### config.mk
export PLATFORM = sky130hd
export DESIGN_NAME = mbseq_top
export DESIGN_NICKNAME = d
export VERILOG_FILES = /design/src/inc/mbseq_pkg.sv /design/src/verilog/mbseq_top.sv
export SDC_FILE = /design/constraint.sdc
export NUM_CORES = 1
export LEC_CHECK = 0
export ABC_AREA = 0
export BUFFER_PORTS_ARGS = -buffer_cell sky130_fd_sc_hd__buf_2
export CAP_MARGIN = 20
export CORE_AREA = 5 5 236 238
export CTS_CLUSTER_SIZE = 8
export DETAILED_ROUTE_END_ITERATION = 8
export DIE_AREA = 0 0 241 243
export SKIP_CTS_REPAIR_TIMING = 1
export SYNTH_ARGS = -nofsm -noshare
export SYNTH_HDL_FRONTEND = slang
export SYNTH_SLANG_ARGS = --single-unit
export TNS_END_PERCENT = 10
### constraint.sdc
create_clock -name aclk -period 8.28 [get_ports aclk]
set_input_delay 1.656 -clock aclk [delete_from_list [all_inputs] [get_ports aclk]]
set_output_delay 1.656 -clock aclk [all_outputs]
set_load 0.005 [all_outputs]
### src/inc/mbseq_pkg.sv
// Constants, register map and state encoding of the motor brake sequencer.
// Assumes a 250 MHz control clock and AXI4-Lite register access.
//
// Behaviour
// Sequencing on suppresses start DC braking, dwell
// Run from stop ramps to directional release frequency
// Release output waits for release current level
// Hold frequency for release hold time
// Stop command while running starts deceleration
// At engage frequency halt decel, engage brake
// Hold engage hold time, then zero frequency
// DC brake after hold when configured, then block
// Function code 35 routes brake signal to terminal
// Brake engaged after reset, released only between events
// Hold delays counted in ticks; zero means none
package mbseq_pkg;

  // ---------------------------------------------------------------
  // Register byte offsets
  // ---------------------------------------------------------------
  localparam logic [5:0] OFS_CTRL = 6'h00; // Sequencing enable
  localparam logic [5:0] OFS_REL_FWD = 6'h04; // Release freq forward, 0.01 Hz
  localparam logic [5:0] OFS_REL_REV = 6'h08; // Release freq reverse, 0.01 Hz
  localparam logic [5:0] OFS_REL_CUR = 6'h0c; // Release current level, 0.1 %
  localparam logic [5:0] OFS_REL_HOLD = 6'h10; // Release hold time, 0.01 s
  localparam logic [5:0] OFS_ENG_FREQ = 6'h14; // Engage frequency, 0.01 Hz
  localparam logic [5:0] OFS_ENG_HOLD = 6'h18; // Engage hold time, 0.01 s
  localparam logic [5:0] OFS_DCB_TIME = 6'h1c; // Post-stop DC braking time, 0.01 s
  localparam logic [5:0] OFS_DCB_LEVEL = 6'h20; // DC braking strength, 0.1 %
  localparam logic [5:0] OFS_RELAY_SEL = 6'h24; // Terminal function selectors
  localparam logic [5:0] OFS_STATUS = 6'h28; // Read-only state
  localparam int NUM_CFG = 10; // Writable registers at the low offsets

  // ---------------------------------------------------------------
  // Field positions
  // ---------------------------------------------------------------
  localparam int CTRL_EN_BIT = 0;
  localparam int SEL_R1_LSB = 0; // Relay 1 function, 8 bits
  localparam int SEL_R2_LSB = 8; // Relay 2 function, 8 bits
  localparam int ST_STATE_LSB = 0; // State, 4 bits
  localparam int ST_BRAKE_BIT = 4; // Brake released
  localparam int ST_BLOCK_BIT = 5; // Output blocked
  localparam int ST_FREQ_LSB = 16; // Measured frequency, 16 bits

  // ---------------------------------------------------------------
  // Reset values
  // ---------------------------------------------------------------
  localparam logic [31:0] RST_CTRL = 32'h0000_0000;
  localparam logic [31:0] RST_REL_FREQ = 32'h0000_0064; // 1.00 Hz
  localparam logic [31:0] RST_REL_CUR = 32'h0000_01f4; // 50.0 %
  localparam logic [31:0] RST_REL_HOLD = 32'h0000_0064; // 1.00 s
  localparam logic [31:0] RST_ENG_FREQ = 32'h0000_00c8; // 2.00 Hz
  localparam logic [31:0] RST_ENG_HOLD = 32'h0000_0064; // 1.00 s
  localparam logic [31:0] RST_DCB = 32'h0000_0000;
  localparam logic [31:0] RST_RELAY_SEL = 32'h0000_0023; // Relay 1 = brake
  localparam logic [7:0] BRAKE_FUNC_CODE = 8'h23; // Code 35

  // ---------------------------------------------------------------
  // Timing
  // ---------------------------------------------------------------
  localparam int CLK_PERIOD_PS = 4000; // 250 MHz
  localparam int HOLD_UNIT_MS = 10; // Hold settings in 0.01 s steps
  // Divide before the last multiply so the 32-bit int never overflows
  localparam int HOLD_TICK_CYCLES = HOLD_UNIT_MS * 1000000 / CLK_PERIOD_PS * 1000; // 2,500,000

  // ---------------------------------------------------------------
  // Sequencer states
  // ---------------------------------------------------------------
  typedef enum logic [3:0] {
    S_STOP, S_TO_REL, S_WAIT_CUR, S_REL_HOLD, S_RUN, S_DECEL, S_ENG_HOLD, S_DCB
  } mbseq_state_t;

endpackage

### src/verilog/mbseq_top.sv
// Brake sequencer of a motor drive with an AXI4-Lite register slave.
// Assumes run and direction arrive from pins; frequency and current
// measurements come from logic on the same clock.
//
// Design decisions made here: the register offsets and the AXI4-Lite register port.
`timescale 1ns/10ps
module mbseq_top #(
  parameter int TICK_CYCLES = mbseq_pkg::HOLD_TICK_CYCLES
) (
  input wire logic aclk,
  input wire logic aresetn,
  input wire logic [5:0] s_axi_awaddr,
  input wire logic s_axi_awvalid,
  output logic s_axi_awready,
  input wire logic [31:0] s_axi_wdata,
  input wire logic [3:0] s_axi_wstrb,
  input wire logic s_axi_wvalid,
  output logic s_axi_wready,
  output logic [1:0] s_axi_bresp,
  output logic s_axi_bvalid,
  input wire logic s_axi_bready,
  input wire logic [5:0] s_axi_araddr,
  input wire logic s_axi_arvalid,
  output logic s_axi_arready,
  output logic [31:0] s_axi_rdata,
  output logic [1:0] s_axi_rresp,
  output logic s_axi_rvalid,
  input wire logic s_axi_rready,
  input wire logic run_cmd_pin,
  input wire logic reverse_pin,
  input wire logic [15:0] cmd_freq,
  input wire logic [15:0] meas_freq,
  input wire logic [10:0] motor_current,
  output logic [15:0] freq_ref,
  output logic freq_hold,
  output logic dc_brake_on,
  output logic output_block,
  output logic start_dcb_dwell_inhibit,
  output logic brake_release,
  output logic relay1,
  output logic relay2
);
  import mbseq_pkg::*;

  // ---------------------------------------------------------------
  // Helpers
  // ---------------------------------------------------------------
  // Byte-lane merge of a write into a stored word
  function automatic logic [31:0] merge_bytes(input logic [31:0] old, input logic [31:0] din,
                                              input logic [3:0] strb);
    logic [31:0] res;
    res = old;
    for (int b = 0; b < 4; b++) begin
      if (strb[b]) begin
        res[8*b +: 8] = din[8*b +: 8];
      end
    end
    return res;
  endfunction

  // Register index of an aligned offset
  function automatic logic [3:0] reg_index(input logic [5:0] addr);
    return addr[5:2];
  endfunction

  // Reset value per writable register
  function automatic logic [31:0] reset_value(input int idx);
    case (idx)
      0: return RST_CTRL;
      1, 2: return RST_REL_FREQ;
      3: return RST_REL_CUR;
      4: return RST_REL_HOLD;
      5: return RST_ENG_FREQ;
      6: return RST_ENG_HOLD;
      9: return RST_RELAY_SEL;
      default: return RST_DCB;
    endcase
  endfunction

  // ---------------------------------------------------------------
  // Pin synchronisers
  // ---------------------------------------------------------------
  logic [1:0] run_sync; // Bit 0 feeds bit 1 only
  logic [1:0] rev_sync;
  // Two stages against metastability on the command pins
  always_ff @(posedge aclk) begin
    if (!aresetn) begin
      run_sync <= 2'h0;
      rev_sync <= 2'h0;
    end else begin
      run_sync <= {run_sync[0], run_cmd_pin};
      rev_sync <= {rev_sync[0], reverse_pin};
    end
  end
  logic run_s;
  logic rev_s;
  assign run_s = run_sync[1];
  assign rev_s = rev_sync[1];

  // ---------------------------------------------------------------
  // Register file and AXI4-Lite write path
  // ---------------------------------------------------------------
  logic [31:0] cfg [NUM_CFG]; // Writable settings
  logic [31:0] next_cfg [NUM_CFG];
  logic aw_held, next_aw_held; // Address taken, write pending
  logic w_held, next_w_held; // Data taken, write pending
  logic [5:0] aw_addr, next_aw_addr;
  logic [31:0] w_data, next_w_data;
  logic [3:0] w_strb, next_w_strb;
  logic next_bvalid;
  logic [1:0] next_bresp;

  // Address and data are taken in either order; the write lands once both are held
  always_comb begin
    next_cfg = cfg;
    next_aw_held = aw_held | (s_axi_awvalid & s_axi_awready);
    next_w_held = w_held | (s_axi_wvalid & s_axi_wready);
    next_aw_addr = (s_axi_awvalid & s_axi_awready) ? s_axi_awaddr : aw_addr;
    next_w_data = (s_axi_wvalid & s_axi_wready) ? s_axi_wdata : w_data;
    next_w_strb = (s_axi_wvalid & s_axi_wready) ? s_axi_wstrb : w_strb;
    next_bvalid = s_axi_bvalid & ~s_axi_bready;
    next_bresp = s_axi_bresp;
    if (aw_held && w_held && !s_axi_bvalid) begin
      next_aw_held = 1'b0;
      next_w_held = 1'b0;
      next_bvalid = 1'b1;
      if (reg_index(aw_addr) < 4'(NUM_CFG) && aw_addr[1:0] == 2'h0) begin
        next_cfg[reg_index(aw_addr)] = merge_bytes(cfg[reg_index(aw_addr)], w_data, w_strb);
        next_bresp = 2'h0;
      end else begin
        // Unmapped or read-only: write dropped
        next_bresp = 2'h2;
      end
    end
  end

  always_ff @(posedge aclk) begin
    if (!aresetn) begin
      for (int i = 0; i < NUM_CFG; i++) begin
        cfg[i] <= reset_value(i);
      end
      aw_held <= 1'b0;
      w_held <= 1'b0;
      aw_addr <= 6'h00;
      w_data <= 32'h0000_0000;
      w_strb <= 4'h0;
      s_axi_awready <= 1'b0;
      s_axi_wready <= 1'b0;
      s_axi_bvalid <= 1'b0;
      s_axi_bresp <= 2'h0;
    end else begin
      cfg <= next_cfg;
      aw_held <= next_aw_held;
      w_held <= next_w_held;
      aw_addr <= next_aw_addr;
      w_data <= next_w_data;
      w_strb <= next_w_strb;
      s_axi_awready <= ~next_aw_held;
      s_axi_wready <= ~next_w_held;
      s_axi_bvalid <= next_bvalid;
      s_axi_bresp <= next_bresp;
    end
  end

  // Named settings
  logic seq_en;
  logic [15:0] rel_fwd, rel_rev, eng_freq;
  logic [10:0] rel_cur;
  logic [9:0] rel_hold, eng_hold, dcb_time;
  logic [10:0] dcb_level;
  logic [7:0] sel_r1, sel_r2;
  assign seq_en = cfg[reg_index(OFS_CTRL)][CTRL_EN_BIT];
  assign rel_fwd = cfg[reg_index(OFS_REL_FWD)][15:0];
  assign rel_rev = cfg[reg_index(OFS_REL_REV)][15:0];
  assign rel_cur = cfg[reg_index(OFS_REL_CUR)][10:0];
  assign rel_hold = cfg[reg_index(OFS_REL_HOLD)][9:0];
  assign eng_freq = cfg[reg_index(OFS_ENG_FREQ)][15:0];
  assign eng_hold = cfg[reg_index(OFS_ENG_HOLD)][9:0];
  assign dcb_time = cfg[reg_index(OFS_DCB_TIME)][9:0];
  assign dcb_level = cfg[reg_index(OFS_DCB_LEVEL)][10:0];
  assign sel_r1 = cfg[reg_index(OFS_RELAY_SEL)][SEL_R1_LSB +: 8];
  assign sel_r2 = cfg[reg_index(OFS_RELAY_SEL)][SEL_R2_LSB +: 8];

  // ---------------------------------------------------------------
  // Sequencer
  // ---------------------------------------------------------------
  mbseq_state_t state, next_state;
  logic dir_rev, next_dir_rev; // Direction caught at start
  logic [21:0] pre_cnt, next_pre_cnt; // Cycles within one 0.01 s tick
  logic [9:0] hold_left, next_hold_left; // Ticks left in a hold
  logic next_brake, next_block;

  // Hold counter and state walk; zero hold setting leaves after one cycle
  always_comb begin
    next_state = state;
    next_dir_rev = dir_rev;
    next_brake = brake_release;
    next_block = output_block;
    next_pre_cnt = 22'h0;
    next_hold_left = hold_left;
    if (hold_left != 10'h0) begin
      next_pre_cnt = pre_cnt + 22'h1;
      if (pre_cnt == 22'(TICK_CYCLES - 1)) begin
        next_pre_cnt = 22'h0;
        next_hold_left = hold_left - 10'h1;
      end
    end
    case (state)
      S_STOP: begin
        if (run_s && seq_en) begin
          next_state = S_TO_REL;
          next_dir_rev = rev_s;
          next_block = 1'b0;
        end else if (run_s) begin
          next_block = 1'b0;
        end
      end
      S_TO_REL: begin
        if (!run_s) begin
          next_state = S_STOP;
        end else if (meas_freq >= (dir_rev ? rel_rev : rel_fwd)) begin
          next_state = S_WAIT_CUR;
        end
      end
      S_WAIT_CUR: begin
        if (!run_s) begin
          next_state = S_STOP;
        end else if (motor_current >= rel_cur) begin
          next_state = S_REL_HOLD;
          next_brake = 1'b1;
          next_hold_left = rel_hold;
        end
      end
      S_REL_HOLD: begin
        if (!run_s) begin
          next_state = S_DECEL;
        end else if (hold_left == 10'h0) begin
          next_state = S_RUN;
        end
      end
      S_RUN: begin
        if (!run_s) begin
          next_state = S_DECEL;
        end
      end
      S_DECEL: begin
        if (meas_freq <= eng_freq) begin
          next_state = S_ENG_HOLD;
          next_brake = 1'b0;
          next_hold_left = eng_hold;
        end
      end
      S_ENG_HOLD: begin
        if (hold_left == 10'h0) begin
          if (dcb_time != 10'h0 && dcb_level != 11'h0) begin
            next_state = S_DCB;
            next_hold_left = dcb_time;
          end else begin
            next_state = S_STOP;
            next_block = 1'b1;
          end
        end
      end
      S_DCB: begin
        if (hold_left == 10'h0) begin
          next_state = S_STOP;
          next_block = 1'b1;
        end
      end
      default: begin
        next_state = S_STOP;
        next_brake = 1'b0;
      end
    endcase
    // Switching sequencing off mid-run falls back to plain running at cmd_freq in S_STOP, with brake engaged
    if (!seq_en) begin
      next_state = S_STOP;
      next_brake = 1'b0;
      next_hold_left = 10'h0;
    end
  end

  // Frequency reference follows the state being entered
  logic [15:0] next_freq_ref;
  logic next_freq_hold;
  always_comb begin
    next_freq_hold = 1'b0;
    case (next_state)
      S_STOP: next_freq_ref = (run_s && !seq_en) ? cmd_freq : 16'h0;
      S_TO_REL: next_freq_ref = next_dir_rev ? rel_rev : rel_fwd;
      S_WAIT_CUR, S_REL_HOLD, S_ENG_HOLD: begin
        next_freq_ref = freq_ref;
        next_freq_hold = 1'b1;
      end
      S_RUN: next_freq_ref = cmd_freq;
      S_DECEL: next_freq_ref = eng_freq;
      default: next_freq_ref = 16'h0;
    endcase
  end

  always_ff @(posedge aclk) begin
    if (!aresetn) begin
      state <= S_STOP;
      dir_rev <= 1'b0;
      pre_cnt <= 22'h0;
      hold_left <= 10'h0;
      brake_release <= 1'b0;
      output_block <= 1'b1;
      freq_ref <= 16'h0;
      freq_hold <= 1'b0;
      dc_brake_on <= 1'b0;
      start_dcb_dwell_inhibit <= 1'b0;
      relay1 <= 1'b0;
      relay2 <= 1'b0;
    end else begin
      state <= next_state;
      dir_rev <= next_dir_rev;
      pre_cnt <= next_pre_cnt;
      hold_left <= next_hold_left;
      brake_release <= next_brake;
      output_block <= next_block;
      freq_ref <= next_freq_ref;
      freq_hold <= next_freq_hold;
      dc_brake_on <= (next_state == S_DCB);
      start_dcb_dwell_inhibit <= seq_en;
      // Other terminal functions live elsewhere; only the brake code drives here
      relay1 <= (sel_r1 == BRAKE_FUNC_CODE) & next_brake;
      relay2 <= (sel_r2 == BRAKE_FUNC_CODE) & next_brake;
    end
  end

  // ---------------------------------------------------------------
  // AXI4-Lite read path
  // ---------------------------------------------------------------
  logic [31:0] next_rdata;
  logic [1:0] next_rresp;
  logic next_rvalid;
  // Single-cycle read answer; arready low while an answer waits
  always_comb begin
    next_rdata = s_axi_rdata;
    next_rresp = s_axi_rresp;
    next_rvalid = s_axi_rvalid & ~s_axi_rready;
    if (s_axi_arvalid && s_axi_arready) begin
      next_rvalid = 1'b1;
      next_rresp = 2'h0;
      next_rdata = 32'h0;
      if (s_axi_araddr[1:0] != 2'h0) begin
        next_rresp = 2'h2;
      end else if (reg_index(s_axi_araddr) < 4'(NUM_CFG)) begin
        next_rdata = cfg[reg_index(s_axi_araddr)];
      end else if (s_axi_araddr == OFS_STATUS) begin
        next_rdata[ST_STATE_LSB +: 4] = state;
        next_rdata[ST_BRAKE_BIT] = brake_release;
        next_rdata[ST_BLOCK_BIT] = output_block;
        next_rdata[ST_FREQ_LSB +: 16] = meas_freq;
      end else begin
        next_rresp = 2'h2;
      end
    end
  end

  always_ff @(posedge aclk) begin
    if (!aresetn) begin
      s_axi_rdata <= 32'h0;
      s_axi_rresp <= 2'h0;
      s_axi_rvalid <= 1'b0;
      s_axi_arready <= 1'b0;
    end else begin
      s_axi_rdata <= next_rdata;
      s_axi_rresp <= next_rresp;
      s_axi_rvalid <= next_rvalid;
      s_axi_arready <= ~next_rvalid;
    end
  end
endmodule
After elaboration in Yosys (flattened, before gate mapping):

Index checks and enable logic that the tools add are counted.

* word-level logic and storage cells: 186
* output and inout port bits: 64
* bits of input ports: 100
* flip-flop bits (word level): 469

* equality and inequality tests: 22
* mux-type cells: 75
* bitwise gates (word level): 17
* magnitude comparators: 8
* $add $sub $neg: 2
* reduce and logical (&&, ||, !) cells: 25

Operator list (count)
* bitwise mux 320 bit: 1
* binary-select mux 32 bit (select 4 bit): 2
* two-way mux 32 bit: 6
* demux 32 bit (select 4 bit): 1
* two-way mux 8 bit: 12
* two-way mux 10 bit: 8
* two-way mux 16 bit: 5
* one-hot mux 16 bit (5 select lines): 1
* two-way mux 4 bit: 12
* == test 4 x 3 -> 1 bit, second input constant: 8
* one-hot mux 4 bit (8 select lines): 1
* one-hot mux 10 bit (3 select lines): 1
* adder 22 x 1 -> 22 bit, second input constant: 1
* == test 22 bit, second input constant: 1
* nonzero test 10 bit: 2
* == test 4 x 2 -> 1 bit, second input constant: 4
* == test 8 x 6 -> 1 bit, second input constant: 2
* >= comparator 16 bit: 1
* less-or-equal comparator 16 bit: 1
* two-way mux 1 bit: 16
* two-way mux 6 bit: 2
* >= comparator 11 bit: 1
* nonzero test 11 bit: 1
* >= comparator 5 bit, second input constant: 2
* 25 further kinds: 57

Longest topological paths before layout:

* word-level depth: 9
* mapped depth: 14
* mapped depth without buffers: 10

Worst setup path after synthesis:

Ideal clock, no wire load.

* path type: input-to-reg
* start point: in meas_freq[15]
* end point: reg freq_ref[5]
* required time: 8219 ps
* path buffers: 1
* arrival time: 3966 ps
* path slack: 4254 ps
* stages on the path: 10
* setup time: 61 ps
* cells stage by stage: ha_1 -> nand4_1 -> nor4_1 -> o21ai_0 -> and3_1 -> o31ai_1 -> o211a_2 -> buf_2 -> nand4_1 -> nand3_2

* longest elaborated chain between the ends: 8
* elaborated cells on any way between the ends: 16
* those cells by class: order compare (2); eq/ne (6); mux (6); reduce/logical (2)

Ends and longest elaborated chain
* start, declared: RTL line mbseq_top.sv:32 `input wire logic [15:0] meas_freq,`
* >= comparator 16 bit: RTL line mbseq_top.sv:221 `end else if (meas_freq >= (dir_rev ? rel_rev : rel_fwd)) begin`
* two-way mux 4 bit: RTL line mbseq_top.sv:221
* two-way mux 4 bit: RTL line mbseq_top.sv:219 `if (!run_s) begin`
* one-hot mux 4 bit (8 select lines) (*): RTL line mbseq_top.sv:208 `case (state)`
* two-way mux 4 bit (*): RTL line mbseq_top.sv:276 `if (!seq_en) begin`
* == test 4 x 2 -> 1 bit / == test 4 x 3 -> 1 bit (equally long branches): RTL line mbseq_top.sv:288 `case (next_state)`
* OR reduction 3 bit: RTL line mbseq_top.sv:288
* one-hot mux 16 bit (5 select lines): RTL line mbseq_top.sv:288
* end signal, assigned: RTL line mbseq_top.sv:322 `freq_ref <= next_freq_ref;`
* end, declared: RTL line mbseq_top.sv:34 `output logic [15:0] freq_ref,`

Every way passes the cells marked *; elsewhere a longest branch is shown, timed or not.
A chain may end at the register's enable or synchronous reset.

Final worst setup path:

* start point: in meas_freq[15]
* end point: reg freq_ref[0]

The elaborated chain is that of the path after synthesis.

==> summary.md <==
| Metric | Value |
|---|---|
| Hold Path Sink | `run_sync[1]` |
| DR vias | `22600` |
| Die Y-Extent | `243 µm` |
| Synth async-reset ratio | `0%` |
| Total track usage | `31.5%` |
| Final Wtd Congestion | `1.03` |
| Worst IR Drop VDD | `0.125 mV` |
| Initial core utilization | `44.5%` |
| Crit path kind | `primary input to register` |
| Worst Min Path Start | `run_sync[0]` |
| Final Hold Fails | `0` |
| WP data required | `8.81 ns` |
| Pwr/cell area | `194 nW/µm²` |
| Status | `completed` |
| Period Utilization, post-route | `54.7%` |
| Netlist cell types | `77` |
| Drt wl/cell | `26.8 µm` |
| Depth of the most critical reg-to-reg path | `7` |
| DR pass1 iterations | `9` |
| Core Footprint | `53400 µm²` |
| Congestion Overflow GR | `0` |
| DIE AREA | `58600 µm²` |
| Syn. warnings | `0` |
| Hold path cells | `1` |
| RR Startpoint | `aw_addr[3]` |
| Die Width | `241 µm` |
| RSZ-0062 raised after global routing | `no` |
| Synth area leader | `dfxtp_1` |
| Worst-Skew Late Latency | `0.61 ns` |
| Reg2Reg Setup Slack | `4.10 ns` |
| Slew headroom | `21.1%` |
| Routed WL | `95.6 mm` |
| Leak | `9.40 nW` |
| Crit path capture type | `register` |
| Root buffer cell | `clkbuf_16` |
| TNS Setup | `0 ns` |
| Slew Limit Fails | `0` |
| FP Rows | `85` |
| Layout area overhead | `12.8%` |
| Min Tclk post-route | `4.53 ns` |
| Commonest non-fill, non-tap cell in the layout | `nand2_1` |
| Largest cells by area after synthesis | `dfxtp_1, nand2_1, mux4_2, a21oi_1, clkbuf_1` |
| Finish-stage setup viols | `0` |
| DRC | `0` |
| Clock skew | `0.0244 ns` |
| Seq cells post-synth | `467` |
| Worst Max-Slew Pin Slew | `1.18 ns` |
| Num ports | `164` |
| Sequential fraction of the synthesis area | `39.3%` |
| Largest net degree at the start of global routing | `122` |
| Initial antenna violation count | `5` |
| PortBufs | `161` |
| Final net count | `3008` |
| First-pass GRT wire length | `140 mm` |
| Estimated wirelength of the detail-placed design | `63.5 mm` |
| Fmax | `0.221 GHz` |
| H-tree depth | `3` |
| Post-route insts no fill | `3572` |
| Vias in the first global route | `21700` |
| Synth Flop Type | `dfxtp_1` |
| Initial DRC Count | `2826` |
| Vias per cell | `6.34` |
| Commonest cells after routing, fill and taps aside | `nand2_1, dfxtp_1, a21oi_1` |
| CP arrival | `5.06 ns` |
| Synthesized area | `23800 µm²` |
| Routed Antenna Nets | `0` |
| Placed insts | `3488` |
| Layout cell share with drive strength beyond 1 | `17.0%` |
| Reg clk slew, reported paths | `0.05 ns` |
| Max clock buf depth | `3` |
| Synth top area share | `39.3%` |
| Max-cap violation count | `0` |
| CTS tree | `built` |
| Worst Hold Class | `register to register` |
| Clk sinks | `467` |
| Terminus of the critical flop-to-flop path | `cfg[229]` |
| Number of synthesized flops with an enable pin | `0` |
| Crit path max fanout | `15` |
| Synthesized area per cell | `8.44 µm²` |
| Total CTS buffers | `68` |
| Synth Instances | `2817` |
| Worst Setup Start Kind | `primary input` |
## how the worst max path moves through the flow
| stage | startpoint | endpoint | slack, ns | depth (start not counted) |
|---|---|---|---|---|
| 2_1_floorplan | meas_freq[15] | freq_ref[5] | 4.25 | 10 |
| 3_3_place_gp | meas_freq[15] | freq_ref[5] | 3.33 | 10 |
| 3_5_place_dp | meas_freq[15] | freq_ref[0] | 3.23 | 10 |
| 4_1_cts | meas_freq[15] | freq_ref[0] | 3.85 | 10 |
| 5_1_grt | meas_freq[15] | freq_ref[10] | 3.52 | 10 |
| 6_report | meas_freq[15] | freq_ref[0] | 3.75 | 10 |
## critical path, cell delays in order
cell     delay (ns)
buf_2          0.16
ha_1           0.33
nand4_1        0.29
nor4_1         0.57
o21ai_0        0.22
nand3_1        0.18
nand2_1        0.35
o21ai_1        0.96
nand4_1        0.22
nand3_1        0.12
## power by group
group / leakage, nW / switching [W] / total, W / internal, W
clock network: 0.911 / 0.00103 / 0.00255 / 0.00153
registers: 3.77 / 0.0000298 / 0.00230 / 0.00227
logic: 4.72 / 0.000235 / 0.000338 / 0.000103
total: 9.40 / 0.00129 / 0.00519 / 0.00390
## registers in the layout, summed over array words and instances, names as in the netlist, 4 cells and up
name         flops
cfg            320
s_axi_rdata     32
w_data          32
pre_cnt         22
freq_ref        16
hold_left       10
aw_addr          6
state            4
w_strb           4
## logic make-up (layout without fill, tap and decap cells)
logic type | Yosys count | after routing | synth area share (%)
AND/OR/NAND/NOR | 1066 | 1066 | 19.0
AO/OA/AOI/OAI | 686 | 686 | 17.8
flip-flops | 467 | 467 | 39.3
buffers and inverters | 299 | 354 | 4.93
multiplexers | 226 | 226 | 15.6
adder cells (fa/ha/maj) | 45 | 45 | 2.37
XOR/XNOR | 27 | 27 | 0.995
other | 1 | 5 | 0.0158
## Yosys cell counts (3+ instances only)
cell and n:
a31o_2 10, o21ai_0 30, buf_1 17, a21o_1 3
mux4_2 110, ha_1 45, xor2_1 16, o21a_1 7
o22ai_1 10, nand4_1 44, buf_6 3, a21oi_1 421
nand3_1 41, clkbuf_1 193, a22oi_1 35, nor3_1 19
dfxtp_1 467, nor2_1 111, a221o_1 15, nor4_1 10
a221oi_1 30, nand2b_1 10, mux2i_1 69, nand2_1 753
o221ai_1 12, o211ai_1 22, a222oi_1 10, a32oi_1 15
nor2b_1 20, and2_1 15, nor4b_1 6, or4_1 4
o21ai_1 6, buf_4 3, buf_2 12, xnor2_1 11
and3_1 13, inv_1 70, mux2_2 47, a211oi_1 11
a22o_1 25, or2_2 3
## per-layer routing
layer,up-vias,share of wire (%),track usage (%)
li1,10100,-,-
met1,11000,40,42.1
met2,1254,45,48.5
met3,273,10,7.24
met4,4,5.1,14.5
met5,-,0.018,0
## stage by stage
stage	area (µm²)	worst slack (ns)	hold slack (ns)	util, %	power, W
finish	26800	3.75	0.433	50.2	0.00519
global route	26800	3.52	0.456	50.2	0.00532
CTS	26800	3.85	0.436	50.2	0.00521
detailed placement	25000	3.23	0.426	46.7	0.00267
global placement	24900	3.33	0.424	46.7	0.00267
floorplan	23800	4.25	0.412	-	0.00253
## cell type report
type / instances / area [µm²]
Fill cell: 5064 / 26600
Multi-Input combinational cell: 2053 / 13300
Sequential cell: 467 / 9360
Clock buffer: 77 / 1810
Timing Repair Buffer: 202 / 1120
Tap cell: 696 / 871
Inverter: 71 / 274
Clock inverter: 4 / 46.3
Antenna cell: 2 / 5.00
Note: power is estimated with default switching activity, not from simulation.
